### src/common/ufic_defs.vh
// Constants of the transceiver function and interface control block.
`ifndef UFIC_DEFS_VH
`define UFIC_DEFS_VH

// ==========================================================================
// Register indices; the APB byte address is four times the index.
`define UFIC_IDX_FUNC 6'h04
`define UFIC_IDX_FUNC_SET 6'h05
`define UFIC_IDX_FUNC_CLR 6'h06
`define UFIC_IDX_IFC 6'h07
`define UFIC_IDX_IFC_SET 6'h08
`define UFIC_IDX_IFC_CLR 6'h09
`define UFIC_IDX_STATUS 6'h10

// ==========================================================================
// Function control layout and reset value.
`define UFIC_FN_RESET 8'h41
`define UFIC_FN_MASK 8'h7F
`define UFIC_FN_LP_N 6
`define UFIC_FN_XRST 5
`define UFIC_FN_STYLE_HI 4
`define UFIC_FN_STYLE_LO 3
`define UFIC_FN_TERM 2
`define UFIC_FN_SPD_HI 1
`define UFIC_FN_SPD_LO 0

// ==========================================================================
// Interface control layout and reset value.
`define UFIC_IF_RESET 8'h00
`define UFIC_IF_MASK 8'hFF
`define UFIC_IF_PROT_DIS 7
`define UFIC_IF_UNQUAL 6
`define UFIC_IF_INVERT 5
`define UFIC_IF_AUTORES 4
`define UFIC_IF_CLK_PWR_N 3
`define UFIC_IF_UART 2
`define UFIC_IF_SER3 1
`define UFIC_IF_SER6 0

// ==========================================================================
// Line drive styles and speed choices.
`define UFIC_STYLE_NORMAL 2'h0
`define UFIC_STYLE_NONDRIVE 2'h1
`define UFIC_STYLE_RAW 2'h2
`define UFIC_STYLE_RSVD 2'h3
`define UFIC_SPD_HS 2'h0
`define UFIC_SPD_FS 2'h1
`define UFIC_SPD_LS 2'h2
`define UFIC_SPD_FS_LS 2'h3

// ==========================================================================
// Status register bit positions.
`define UFIC_ST_LP 0
`define UFIC_ST_BUSY 1
`define UFIC_ST_DIR 2
`define UFIC_ST_VBUS 3
`define UFIC_ST_UART 4
`define UFIC_ST_SERIAL 5
`define UFIC_ST_RESUME 6

// ==========================================================================
// Pin synchroniser layout and core reset sequencing.
`define UFIC_SYNC_W 7
`define UFIC_PIN_LCLK 0
`define UFIC_PIN_STP 1
`define UFIC_PIN_D0 2
`define UFIC_PIN_DP 3
`define UFIC_PIN_VFLAG 4
`define UFIC_PIN_VCMP 5
`define UFIC_PIN_RESUME 6
`define UFIC_CORE_RST_EDGES 8'h08
`define UFIC_SEQ_IDLE 2'h0
`define UFIC_SEQ_HOLD 2'h1
`define UFIC_SEQ_DROP 2'h2
`define UFIC_SEQ_REPORT 2'h3

`endif

### src/rtl/ufic_sync.v
// Two flip-flop synchroniser for pins from outside the clock domain.
`default_nettype none
module ufic_sync #(
  parameter W = 7
) (
  // Clock and reset.
  input wire ref_clk,
  input wire rstn,
  // Asynchronous pins and their synchronised copy.
  input wire [W-1:0] pin_in,
  output reg [W-1:0] pin_sync
);
  reg [W-1:0] meta_q;

  // ========================================================================
  // Synchroniser
  // The first stage feeds only the second stage, never any logic.
  always @(posedge ref_clk) begin
    if (!rstn) begin
      meta_q <= {W{1'b0}};
      pin_sync <= {W{1'b0}};
    end else begin
      meta_q <= pin_in;
      pin_sync <= meta_q;
    end
  end
endmodule
`default_nettype wire

### src/rtl/ufic_rst_seq.v
// Transceiver core reset sequencer with its direction handshake.
`include "ufic_defs.vh"
`default_nettype none
module ufic_rst_seq (
  // Clock and reset.
  input wire ref_clk,
  input wire rstn,
  // Start request and link clock edge enable.
  input wire start,
  input wire link_edge,
  // Sequence outputs.
  output reg seq_dir,
  output reg core_reset,
  output reg bit_clear,
  output reg rxcmd_send,
  output wire busy
);
  reg [1:0] state_q;
  reg [7:0] edges_q;

  assign busy = (state_q != `UFIC_SEQ_IDLE);

  // ========================================================================
  // Sequencer
  // The core is held for a count of link clock edges so that its own
  // logic, which runs on that clock, sees a full reset.
  always @(posedge ref_clk) begin
    if (!rstn) begin
      state_q <= `UFIC_SEQ_IDLE;
      edges_q <= 8'h00;
      seq_dir <= 1'b0;
      core_reset <= 1'b0;
      bit_clear <= 1'b0;
      rxcmd_send <= 1'b0;
    end else begin
      bit_clear <= 1'b0;
      rxcmd_send <= 1'b0;
      case (state_q)
        `UFIC_SEQ_IDLE: begin
          if (start) begin
            state_q <= `UFIC_SEQ_HOLD;
            edges_q <= 8'h00;
            seq_dir <= 1'b1;
            core_reset <= 1'b1;
          end
        end
        `UFIC_SEQ_HOLD: begin
          if (link_edge) begin
            edges_q <= edges_q + 8'h01;
          end
          if (link_edge && edges_q == `UFIC_CORE_RST_EDGES - 8'h01) begin
            state_q <= `UFIC_SEQ_DROP;
            core_reset <= 1'b0;
            seq_dir <= 1'b0;
            bit_clear <= 1'b1;
          end
        end
        `UFIC_SEQ_DROP: begin
          state_q <= `UFIC_SEQ_REPORT;
          seq_dir <= 1'b1;
          rxcmd_send <= 1'b1;
        end
        `UFIC_SEQ_REPORT: begin
          state_q <= `UFIC_SEQ_IDLE;
          seq_dir <= 1'b0;
        end
        default: begin
          state_q <= `UFIC_SEQ_IDLE;
          seq_dir <= 1'b0;
          core_reset <= 1'b0;
        end
      endcase
    end
  end
endmodule
`default_nettype wire

### src/rtl/ufic_top.v
// Function and interface control registers of a USB transceiver.
`include "ufic_defs.vh"
`default_nettype none

// ==========================================================================
module ufic_top (
  // Clock and reset.
  input wire ref_clk,
  input wire rstn,
  // APB register port.
  input wire psel,
  input wire penable,
  input wire pwrite,
  input wire [7:0] paddr,
  input wire [31:0] pwdata,
  input wire [3:0] pstrb,
  output reg [31:0] prdata,
  output wire pready,
  output reg pslverr,
  // Link side pins; the inputs are asynchronous to ref_clk, the outputs are registered on it.
  input wire link_clk,
  input wire link_stp,
  input wire link_d0,
  output reg dir,
  output reg ulpi_d1_out,
  output reg ulpi_d1_oe,
  output reg interface_protect_en,
  // Analog front end pins; the inputs are asynchronous to ref_clk, the outputs are registered on it.
  input wire dp_rx,
  input wire offchip_vbus_flag,
  input wire vbus_valid_cmp,
  input wire bus_resume_seen,
  input wire dp_pulldown,
  input wire dm_pulldown,
  output reg dm_tx_out,
  output reg dm_tx_oe,
  // Transceiver core controls.
  output reg phy_low_power_n,
  output reg core_reset,
  output reg [1:0] line_drive_style,
  output reg hs_xcvr_en,
  output reg fs_xcvr_en,
  output reg ls_xcvr_en,
  output reg fs_preamble_en,
  output reg hs_term_en,
  output reg fs_pullup_en,
  output reg serial_clock_on,
  output reg resume_drive,
  output reg uart_bridge_enable,
  output reg three_wire_serial_enable,
  output reg six_wire_serial_enable,
  output reg rxcmd_send,
  output reg rxcmd_vbus
);
  // ========================================================================
  // Declarations
  wire [`UFIC_SYNC_W-1:0] pins_s;
  wire seq_dir;
  wire seq_core_reset;
  wire seq_clear;
  wire seq_rxcmd;
  wire seq_busy;
  reg [7:0] func_q;
  reg [7:0] func_d;
  reg [7:0] ifc_q;
  reg [7:0] ifc_d;
  reg lclk_prev_q;
  reg stp_prev_q;
  reg lp_active_q;
  reg resume_q;
  reg [31:0] rd_d;
  reg err_d;
  wire [5:0] idx;
  wire setup;
  wire wr_en;
  wire link_edge;
  wire stp_rise;
  wire lp_exit;
  wire mode_exit;
  wire serial_any;
  wire xrst_start;
  wire vbus_comp;
  wire vbus_report;
  wire [7:0] wbyte;
  wire [7:0] status;

  // ========================================================================
  // Pin synchronisers
  // Every pin except dp_pulldown and dm_pulldown passes two flops before any logic here reads it.
  ufic_sync #(
    .W(`UFIC_SYNC_W)
  ) u_sync (
    .ref_clk(ref_clk),
    .rstn(rstn),
    .pin_in({bus_resume_seen, vbus_valid_cmp, offchip_vbus_flag, dp_rx,
             link_d0, link_stp, link_clk}),
    .pin_sync(pins_s)
  );

  // Edge detectors work on the synchronised copies only.
  always @(posedge ref_clk) begin
    if (!rstn) begin
      lclk_prev_q <= 1'b0;
      stp_prev_q <= 1'b0;
    end else begin
      lclk_prev_q <= pins_s[`UFIC_PIN_LCLK];
      stp_prev_q <= pins_s[`UFIC_PIN_STP];
    end
  end

  // The link clock is far slower than ref_clk, so each rise is one pulse.
  assign link_edge = pins_s[`UFIC_PIN_LCLK] & ~lclk_prev_q;
  assign stp_rise = pins_s[`UFIC_PIN_STP] & ~stp_prev_q;

  // ========================================================================
  // Core reset sequencer
  ufic_rst_seq u_seq (
    .ref_clk(ref_clk),
    .rstn(rstn),
    .start(xrst_start),
    .link_edge(link_edge),
    .seq_dir(seq_dir),
    .core_reset(seq_core_reset),
    .bit_clear(seq_clear),
    .rxcmd_send(seq_rxcmd),
    .busy(seq_busy)
  );

  // ========================================================================
  // APB decode
  // Reads are latched in the setup cycle, so the slave never waits.
  assign idx = paddr[7:2];
  assign setup = psel & ~penable;
  assign pready = 1'b1;
  assign wr_en = psel & penable & pwrite & pstrb[0] & ~pslverr;
  assign wbyte = pwdata[7:0];

  // Exit events: the stop line wakes the part or ends a serial mode.
  assign lp_exit = lp_active_q & stp_rise;
  assign serial_any = ifc_q[`UFIC_IF_UART] | ifc_q[`UFIC_IF_SER3] |
                      ifc_q[`UFIC_IF_SER6];
  assign mode_exit = ~lp_active_q & serial_any & stp_rise;

  // ========================================================================
  // Function control next value
  always @* begin
    func_d = func_q;
    if (seq_clear) begin
      func_d[`UFIC_FN_XRST] = 1'b0;
    end
    if (wr_en) begin
      case (idx)
        `UFIC_IDX_FUNC: begin
          func_d = wbyte & `UFIC_FN_MASK;
        end
        `UFIC_IDX_FUNC_SET: begin
          func_d = (func_d | wbyte) & `UFIC_FN_MASK;
        end
        `UFIC_IDX_FUNC_CLR: begin
          func_d = func_d & ~wbyte;
        end
        default: begin
          func_d = func_d;
        end
      endcase
    end
    if (lp_exit) begin
      func_d[`UFIC_FN_LP_N] = 1'b1;
    end
    // The reset bit cannot be dropped by software while the core is held.
    if (seq_core_reset && !seq_clear) begin
      func_d[`UFIC_FN_XRST] = 1'b1;
    end
  end

  // start when idle
  // A request made while a sequence ends is kept and served next.
  assign xrst_start = func_d[`UFIC_FN_XRST] & ~seq_busy;

  // ========================================================================
  // Interface control next value
  // A software write in the exit cycle wins, so a new mode is not lost.
  always @* begin
    ifc_d = ifc_q;
    if (mode_exit) begin
      ifc_d[`UFIC_IF_UART] = 1'b0;
      ifc_d[`UFIC_IF_SER3] = 1'b0;
      ifc_d[`UFIC_IF_SER6] = 1'b0;
    end
    if (wr_en) begin
      case (idx)
        `UFIC_IDX_IFC: begin
          ifc_d = wbyte & `UFIC_IF_MASK;
        end
        `UFIC_IDX_IFC_SET: begin
          ifc_d = ifc_d | wbyte;
        end
        `UFIC_IDX_IFC_CLR: begin
          ifc_d = ifc_d & ~wbyte;
        end
        default: begin
          ifc_d = ifc_d;
        end
      endcase
    end
  end

  // ========================================================================
  // Register and low power state
  // rstn only, never core reset
  always @(posedge ref_clk) begin
    if (!rstn) begin
      func_q <= `UFIC_FN_RESET;
      ifc_q <= `UFIC_IF_RESET;
      lp_active_q <= 1'b0;
      resume_q <= 1'b0;
    end else begin
      func_q <= func_d;
      ifc_q <= ifc_d;
      if (lp_exit) begin
        lp_active_q <= 1'b0;
      end else if (!func_q[`UFIC_FN_LP_N]) begin
        lp_active_q <= 1'b1;
      end
      if (lp_exit || !lp_active_q) begin
        resume_q <= 1'b0;
      end else if (ifc_q[`UFIC_IF_AUTORES] && pins_s[`UFIC_PIN_RESUME]) begin
        resume_q <= 1'b1;
      end
    end
  end

  // ========================================================================
  // VBUS indicator path
  // optional inversion
  assign vbus_comp = pins_s[`UFIC_PIN_VFLAG] ^ ifc_q[`UFIC_IF_INVERT];
  assign vbus_report = ifc_q[`UFIC_IF_UNQUAL] ? vbus_comp :
                       (vbus_comp & pins_s[`UFIC_PIN_VCMP]);

  // ========================================================================
  // Status word
  assign status = {1'b0, resume_q,
                   ~ifc_q[`UFIC_IF_UART] & serial_any,
                   ifc_q[`UFIC_IF_UART], vbus_report, dir, seq_busy,
                   lp_active_q};

  // ========================================================================
  // Read data and error, captured in the setup cycle
  always @* begin
    rd_d = 32'h0000_0000;
    err_d = 1'b0;
    case (idx)
      `UFIC_IDX_FUNC, `UFIC_IDX_FUNC_SET, `UFIC_IDX_FUNC_CLR: begin
        rd_d = {24'h00_0000, func_q & ~(8'h01 << `UFIC_FN_XRST)};
      end
      `UFIC_IDX_IFC, `UFIC_IDX_IFC_SET, `UFIC_IDX_IFC_CLR: begin
        rd_d = {24'h00_0000, ifc_q};
      end
      `UFIC_IDX_STATUS: begin
        rd_d = {24'h00_0000, status};
      end
      default: begin
        err_d = 1'b1;
      end
    endcase
  end

  always @(posedge ref_clk) begin
    if (!rstn) begin
      prdata <= 32'h0000_0000;
      pslverr <= 1'b0;
    end else if (setup) begin
      prdata <= pwrite ? 32'h0000_0000 : rd_d;
      pslverr <= err_d;
    end
  end

  // ========================================================================
  // Transceiver controls, all registered
  // Termination choice only makes sense together with speed, drive style
  // and the pulldowns, which mark host operation when both are on.
  always @(posedge ref_clk) begin
    if (!rstn) begin
      phy_low_power_n <= 1'b1;
      core_reset <= 1'b0;
      dir <= 1'b0;
      rxcmd_send <= 1'b0;
      rxcmd_vbus <= 1'b0;
      line_drive_style <= `UFIC_STYLE_NORMAL;
      hs_xcvr_en <= 1'b0;
      fs_xcvr_en <= 1'b0;
      ls_xcvr_en <= 1'b0;
      fs_preamble_en <= 1'b0;
      hs_term_en <= 1'b0;
      fs_pullup_en <= 1'b0;
      serial_clock_on <= 1'b1;
      resume_drive <= 1'b0;
      interface_protect_en <= 1'b1;
      uart_bridge_enable <= 1'b0;
      three_wire_serial_enable <= 1'b0;
      six_wire_serial_enable <= 1'b0;
    end else begin
      phy_low_power_n <= ~lp_active_q;
      core_reset <= seq_core_reset;
      // The part owns the bus throughout low power and while the core is held in reset.
      dir <= seq_dir | lp_active_q;
      rxcmd_send <= seq_rxcmd | lp_exit;
      rxcmd_vbus <= vbus_report;
      if (func_q[`UFIC_FN_STYLE_HI:`UFIC_FN_STYLE_LO] == `UFIC_STYLE_RSVD) begin
        line_drive_style <= `UFIC_STYLE_NORMAL;
      end else begin
        line_drive_style <= func_q[`UFIC_FN_STYLE_HI:`UFIC_FN_STYLE_LO];
      end
      hs_xcvr_en <= func_q[`UFIC_FN_SPD_HI:`UFIC_FN_SPD_LO] == `UFIC_SPD_HS;
      fs_xcvr_en <= func_q[`UFIC_FN_SPD_HI:`UFIC_FN_SPD_LO] == `UFIC_SPD_FS
                    || func_q[`UFIC_FN_SPD_HI:`UFIC_FN_SPD_LO] ==
                    `UFIC_SPD_FS_LS;
      ls_xcvr_en <= func_q[`UFIC_FN_SPD_HI:`UFIC_FN_SPD_LO] == `UFIC_SPD_LS;
      fs_preamble_en <= func_q[`UFIC_FN_SPD_HI:`UFIC_FN_SPD_LO] ==
                        `UFIC_SPD_FS_LS;
      if (func_q[`UFIC_FN_STYLE_HI:`UFIC_FN_STYLE_LO] ==
          `UFIC_STYLE_NONDRIVE &&
          func_q[`UFIC_FN_SPD_HI:`UFIC_FN_SPD_LO] == `UFIC_SPD_HS) begin
        hs_term_en <= 1'b0;
        fs_pullup_en <= 1'b0;
      end else if (func_q[`UFIC_FN_SPD_HI:`UFIC_FN_SPD_LO] == `UFIC_SPD_HS)
      begin
        hs_term_en <= ~func_q[`UFIC_FN_TERM];
        fs_pullup_en <= func_q[`UFIC_FN_TERM] & ~(dp_pulldown & dm_pulldown);
      end else begin
        hs_term_en <= 1'b0;
        fs_pullup_en <= func_q[`UFIC_FN_TERM] & ~(dp_pulldown & dm_pulldown);
      end
      serial_clock_on <= ~lp_active_q &
                         (~serial_any | ifc_q[`UFIC_IF_CLK_PWR_N]);
      resume_drive <= resume_q;
      interface_protect_en <= ~ifc_q[`UFIC_IF_PROT_DIS];
      uart_bridge_enable <= ifc_q[`UFIC_IF_UART];
      three_wire_serial_enable <= ifc_q[`UFIC_IF_SER3];
      six_wire_serial_enable <= ifc_q[`UFIC_IF_SER6];
    end
  end

  // ========================================================================
  // UART line mapping
  // transmit on DM, receive from DP
  always @(posedge ref_clk) begin
    if (!rstn) begin
      dm_tx_out <= 1'b1;
      dm_tx_oe <= 1'b0;
      ulpi_d1_out <= 1'b1;
      ulpi_d1_oe <= 1'b0;
    end else begin
      dm_tx_out <= pins_s[`UFIC_PIN_D0];
      dm_tx_oe <= ifc_q[`UFIC_IF_UART];
      ulpi_d1_out <= pins_s[`UFIC_PIN_DP];
      ulpi_d1_oe <= ifc_q[`UFIC_IF_UART];
    end
  end
endmodule
`default_nettype wire

### config.mk
export PLATFORM = sky130hd
export DESIGN_NAME = ufic_top
export DESIGN_NICKNAME = d
export VERILOG_FILES = /design/src/rtl/ufic_sync.v /design/src/rtl/ufic_rst_seq.v /design/src/rtl/ufic_top.v
export VERILOG_INCLUDE_DIRS = /design/src /design/src/common
export SDC_FILE = /design/constraint.sdc
export NUM_CORES = 1
export LEC_CHECK = 0
export BUFFER_PORTS_ARGS = -buffer_cell sky130_fd_sc_hd__buf_4
export CAP_MARGIN = 5
export CORE_MARGIN = 2
export CORE_UTILIZATION = 56
export CTS_BUF_LIST = sky130_fd_sc_hd__clkbuf_2 sky130_fd_sc_hd__clkbuf_4 sky130_fd_sc_hd__clkbuf_8
export DETAILED_ROUTE_END_ITERATION = 8
export GPL_TIMING_DRIVEN = 0
export PLACE_DENSITY = 0.95
export SYNTH_ARGS = -nofsm -noshare
export SYNTH_HDL_FRONTEND = slang
export SYNTH_SLANG_ARGS = --single-unit
export TNS_END_PERCENT = 30
### constraint.sdc
create_clock -name ref_clk -period 3.15 [get_ports ref_clk]
set_clock_uncertainty 0.1 [all_clocks]
set_input_delay 0.315 -clock ref_clk [delete_from_list [all_inputs] [get_ports ref_clk]]
set_output_delay 0.315 -clock ref_clk [all_outputs]
set_load 0.1 [all_outputs]
After elaboration in Yosys (flattened, before gate mapping):

Index checks and enable logic that the tools add are counted.

* bits in latches: 0
* output and inout port bits: 57
* bits in registers: 102
* memory bits (read-only): 0
* bits of input ports: 58
* memories kept: 0
* word-level logic and storage cells: 150
* memory bits (writable): 0

* shifts and indexed selects: 0
* $mul: 0
* reductions and logical operators: 28
* div/mod/pow operators: 0
* equality and inequality tests: 19
* magnitude comparators: 0
* $add $sub $neg: 1
* bitwise logic cells: 40
* muxes and demuxes: 23

Operator list (count)
* 8-bit one-hot mux with 3 select lines: 3
* 32-bit two-way mux: 1
* 6-bit by 3-bit == test with 1-bit output (second input constant): 4
* 1-bit bitwise AND: 16
* 8-bit bitwise AND: 2
* 8-bit two-way mux: 2
* 8-bit one-hot mux with 2 select lines: 1
* 1-bit NOT: 13
* 6-bit by 4-bit == test with 1-bit output (second input constant): 2
* 2-bit == test (second input constant): 5
* 3-bit OR reduction: 3
* 8-bit by 1-bit adder with 8-bit output (second input constant): 1
* 8-bit by 3-bit == test with 1-bit output (second input constant): 1
* 1-bit two-way mux: 8
* 8-bit NOT: 1
* 8-bit OR: 1
* 2-bit one-hot mux with 4 select lines: 1
* 2-bit AND reduction: 4
* 2-bit OR reduction: 4
* 7-bit OR: 1
* 7-bit OR reduction: 1
* 2-bit by 1-bit == test with 1-bit output (second input constant): 3
* 6-bit by 5-bit == test with 1-bit output (second input constant): 1
* 3-bit two-way mux: 2
* 14 further kinds: 30

Logic depth before layout (Yosys ltp):

* depth in word-level cells: 9
* depth in mapped cells: 8
* gate-level depth less buffers: 8

Modules after synthesis:

Synthesis repeated with hierarchy kept, for this count alone.

* cells, all modules: 371
* area total of the unflattened synthesis: 3384.5 um2

Modules (own cells, without submodules)
* ufic_top: area an instance 2243.4 um2, sequential area each 1001.0 um2, cells an instance 256, times used 1
* ufic_rst_seq: area an instance 749.5 um2, sequential area each 280.3 um2, cells an instance 86, times used 1
* ufic_sync: area an instance 391.6 um2, sequential area each 280.3 um2, cells an instance 29, times used 1

Worst setup path after synthesis:

No wires, ideal clock.

* path type: register to register
* start: reg pslverr
* end: reg u_seq.edges_q[5]
* setup time: 128 ps
* arrival time: 2173 ps
* clock period less this slack: 2402 ps
* cell stages (with the launch flop): 7
* buffers on the path: 0
* slack: 748 ps
* required time: 2922 ps
* cells stage by stage: dfxtp_1 -> inv_1 -> and4_1 -> o31a_1 -> a21oi_1 -> a31o_2 -> a21oi_1

* cells in the longest elaborated chain, start to end: 7

Ends and longest elaborated chain
* from (decl): line ufic_top.v:19 `output reg pslverr,`
* from (signal assigned): line ufic_top.v:274 `pslverr <= err_d;`
* 1-bit NOT: line ufic_top.v:135 `assign wr_en = psel & penable & pwrite & pstrb[0] & ~pslverr;`
* 1-bit bitwise AND: line ufic_top.v:135
* 6-bit two-way mux: line ufic_top.v:151 `if (wr_en) begin`
* 1-bit two-way mux: line ufic_top.v:171 `if (seq_core_reset && !seq_clear) begin`
* 1-bit bitwise AND: line ufic_top.v:178 `` assign xrst_start = func_d[`UFIC_FN_XRST] & ~seq_busy; ``
* 2-bit by 1-bit != test with 1-bit output (no source line)
* 3-bit AND reduction (no source line)
* to (signal assigned): line ufic_rst_seq.v:49 `edges_q <= edges_q + 8'h01;`
* to (decl): line ufic_rst_seq.v:19 `reg [7:0] edges_q;`

Every way passes these cells.
A chain may end at the register's enable or synchronous reset.

Worst setup path after layout:

* start: in paddr[7]
* end: reg func_q[2]

* cells in the longest elaborated chain, start to end: 3
* elaborated cells between the ends (all ways): 6
* those cells by class: eq/ne: 3; mux: 1; reduce/logical: 2

Ends and longest elaborated chain
* from (decl): line ufic_top.v:14 `input wire [7:0] paddr,`
* 6-bit by 3-bit == test with 1-bit output: line ufic_top.v:152 `case (idx)`
* 3-bit nonzero test (no source line)
* 2-bit AND reduction (no source line)
* to (signal assigned): line ufic_top.v:213 `` func_q <= `UFIC_FN_RESET; ``
* to (signal assigned): line ufic_top.v:218 `func_q <= func_d;`
* to (decl): line ufic_top.v:63 `reg [7:0] func_q;`

Parallel ways exist; a longest one is shown, timed or not.

==> results.py <==
metrics = {
    "worst_hold_path": {
        "min_to": "fs_pullup_en$_SDFF_PP0_",
        "hold-path-cell-count": 2,
        "hold_class": "in2reg",
        "hold_path.startpoint": "dm_pulldown",
    },
    "clock_tree": {
        "htree_levels": 3,
        "clkTransAtPathRegs_ns": 0.08,
        "cts.root.buffer_cell": "clkbuf_8",
        "ctsLongestPathBuffers": 2,
        "worst_skew_pair_later_pin_latency_ns": 0.35,
        "cts_hold_buf": 0,
        "postCtsResizedCells": 0,
        "cts.repair_timing.setup_buffer_count": 0,
        "cts.sink_count": 78,
        "cts_tree": "done",
        "total_cts_buffers": 9,
    },
    "power": {
        "p_leak_nw": 1.797,
        "cell_internal_pwr_mw": 1.696,
        "switching_share": 0.3241,
        "share_comb_of_total_power": 0.240,
        "power-per-cell-area_mw_per_mm2": 603.6,
        "clockPowerShare": 0.333,
        "net-switching-power_mw": 0.8130,
        "vdd_drop_max_mv": 0.3770,
        "seq_power_share": 0.427,
    },
    "final_layout": {
        "most_frequent_cells_in_the_layout": "buf_4, dfxtp_1, and2_1, nand2_1, conb_1",
        "area_growth_syn_to_layout_pct": 25.55,
        "final_design_area_excluding_fillers_sq_mm": 0.004156,
        "antennaDiodeCount": 0,
        "num-nets-final": 517,
        "share_of_post_route_cells_with_drive_strength_above_1": 0.2462,
        "most_common_cell_after_layout_fill_and_taps_aside": "buf_4",
    },
    "yosys": {
        "synth-seq-cells": 78,
        "postSynth.asyncResetShare": 0,
        "synthesis.area_sq_mm": 0.003311,
        "synth-seq-area-share": 0.4717,
        "ys.flop_type": "dfxtp_1",
        "yosys_warnings": 0,
        "synth.distinct_cells": 51,
        "synth_enable_flop_cells": 0,
        "post_synth_inst_count": 361,
        "synth.avg_cell_area_sq_um": 9.171,
    },
    "timing": {
        "timing.final.setup_violations": 0,
        "final-max-slew-violation-count": 0,
        "finalSetupTns_ns": 0,
        "timing.final.crit_share": 0.7305,
        "number_of_failing_hold_endpoints_at_the_final_stage": 0,
        "slew-limit-headroom": 0.05237,
        "min_tclk_post_route_ns": 2.301,
        "grt_setup_unrepaired": "no",
        "tightest_slew_ns": 1.408,
        "fmaxAchievable_mhz": 434.6,
    },
    "global_route": {
        "number_of_antenna_violations_at_the_first_check_in_global_routing": 0,
        "grt.total_usage": 0.2508,
        "wire_length_of_the_first_global_routing_pass_microns": 12640,
        "global_route.overflow_total": 0,
        "maximum_number_of_pins_on_one_net_before_global_route_repair": 13,
        "grt_pass1_vias": 2760,
    },
    "worst_setup_path": {
        "capture_point_of_the_worst_reg_to_reg_path": "u_seq.edges_q[5]$_SDFFE_PN0P_",
        "crit_path_max_fanout": 8,
        "path_class": "in2reg",
        "critPathLaunchType": "primary input",
        "r2r_slack_ns": 0.99,
        "reg2reg_from": "u_seq.state_q[1]$_SDFFE_PN0P_",
        "required_ns": 3.27,
        "timing.reg2reg.worst_path_depth": 8,
        "critPathCaptureType": "flip-flop",
        "critical_path_arrival_ns": 2.42,
    },
    "detailed_routing": {
        "ant_nets": 0,
        "avgRoutedWirePerCell_microns": 15.06,
        "dr.first_iter.drc_count": 280,
        "dr_total_vias": 2890,
        "post_drt_via_cell_ratio": 5.412,
        "detail_route.wirelength_microns": 8043,
        "detailedRoute.firstPassIterationCount": 7,
        "remaining_drc_errors": 0,
    },
    "floorplanning": {
        "floorplan.initialDensity": 0.5693,
        "die_height_microns": 80.89,
        "die_w_microns": 80.89,
        "fp.coreArea_sq_mm": 0.005816,
        "io_pins": 115,
        "floorplan.die_area_sq_mm": 0.006543,
        "floorplan.rows": 28,
    },
    "flow_run": {
        "maximum_capacitance_violations": 0,
    },
    "placed_design": {
        "port_buffers": 59,
        "area_post_placement_sq_mm": 0.003934,
        "place.gp.congestion": 0.8580,
        "dp_hpwl_microns": 5888,
    },
    "outcome": {
        "outcome": "completed",
    },
}
==> worst max-delay path by stage <==
| stage | startpoint | endpoint | slack, ns | cells past startpoint |
|---|---|---|---|---|
| finish | paddr[7] | func_q[2]$_SDFFE_PN0P_ | 0.85 | 6 |
| global route | paddr[7] | func_q[2]$_SDFFE_PN0P_ | 0.75 | 6 |
| CTS | paddr[7] | func_q[2]$_SDFFE_PN0P_ | 0.91 | 6 |
| detailed placement | paddr[7] | func_q[2]$_SDFFE_PN0P_ | 0.57 | 6 |
| global placement | paddr[7] | func_q[0]$_SDFFE_PN1P_ | 0.66 | 6 |
| floorplan | pslverr$_SDFFE_PN0P_ | u_seq.edges_q[5]$_SDFFE_PN0P_ | 0.75 | 6 |
==> cell families after synthesis <==
group	Yosys count	synth area share
DFF	78	0.4717
muxes	1	0.003024
other	2	0.002268
xor gates and xnor gates	7	0.01852
AOI/OAI and AO/OA	86	0.1742
and+or+nand+nor	130	0.2166
adders and majority gates	5	0.01890
buffers and inverters	52	0.09486
==> cells in the mapped netlist, drive strengths merged (3+ instances only) <==
cell | n | area share
nor2 | 18 | 0.020
a21boi | 5 | 0.011
o21ai | 30 | 0.045
nand3 | 6 | 0.0091
buf | 31 | 0.071
nand2 | 32 | 0.036
and2 | 35 | 0.066
and3 | 5 | 0.0094
nor2b | 6 | 0.011
inv | 10 | 0.011
dfxtp | 78 | 0.47
a21oi | 18 | 0.028
ha | 5 | 0.019
nor3 | 6 | 0.011
nand2b | 4 | 0.0076
nand4 | 3 | 0.0057
nor3b | 3 | 0.0068
xnor2 | 6 | 0.016
a222oi | 6 | 0.018
a32o | 9 | 0.027
clkbuf | 11 | 0.012
==> state kept, by name, indices dropped and copies added (netlist names), 2 cells and up <==
name / count
u_seq.state_q: 2
prdata: 8
u_sync.pin_sync: 7
u_sync.meta_q: 7
u_seq.edges_q: 8
func_q: 8
line_drive_style: 2
ifc_q: 8
==> power groups by stage <==
stage / clock, mW / sequential, mW / combinational [mW]
5_1_grt: 0.862 / 1.08 / 0.644
2_1_floorplan: 0 / 1.15 / 0.396
4_1_cts: 0.831 / 1.07 / 0.595
3_5_place_dp: 0 / 1.09 / 0.583
6_report: 0.836 / 1.07 / 0.601
3_3_place_gp: 0 / 1.09 / 0.561
==> area by class of cell <==
class                      count  area (sq um)
buffer                        42         276.5
clock buffer                  12         152.6
clock inverter                 4         70.07
fill                         436          1659
inverter                      10         37.54
multi-input combinational    254          1521
sequential                    78          1562
tap                           75         93.84
timing repair buffer          59         442.9
==> per-layer routing <==
| metal | up-vias | routed length (microns) | GRT usage | part of all wire |
|---|---|---|---|---|
| met2 | 144 | 4039 | 0.4380 | 0.50 |
| met5 | - | 0 | 0 | 0 |
| met3 | 31 | 603 | 0.02889 | 0.075 |
| met1 | 1326 | 3121 | 0.2945 | 0.39 |
| met4 | 0 | 279 | 0.1508 | 0.035 |
| li1 | 1389 | - | - | - |
==> stage by stage <==
stage	std cells	total power [mW]	util	hold slack (ns)	setup slack, ns
global placement	518	1.651	0.6764	0.2900	0.6632
CTS	534	2.496	0.7147	0.04547	0.9110
finish	534	2.509	0.7147	0.04444	0.8490
detailed placement	518	1.675	0.6764	0.2998	0.5689
floorplan	384	1.549	-	0.2710	0.7484
global route	534	2.581	0.7147	0.04983	0.7520
==> critical path, cell delays in order <==
cell and delay (ns):
buf_4 0.13, or4b_4 0.55, a21oi_1 0.56, nand3_1 0.38
o21ai_0 0.33, a21boi_0 0.14
Power figures use the tool's default switching activity.
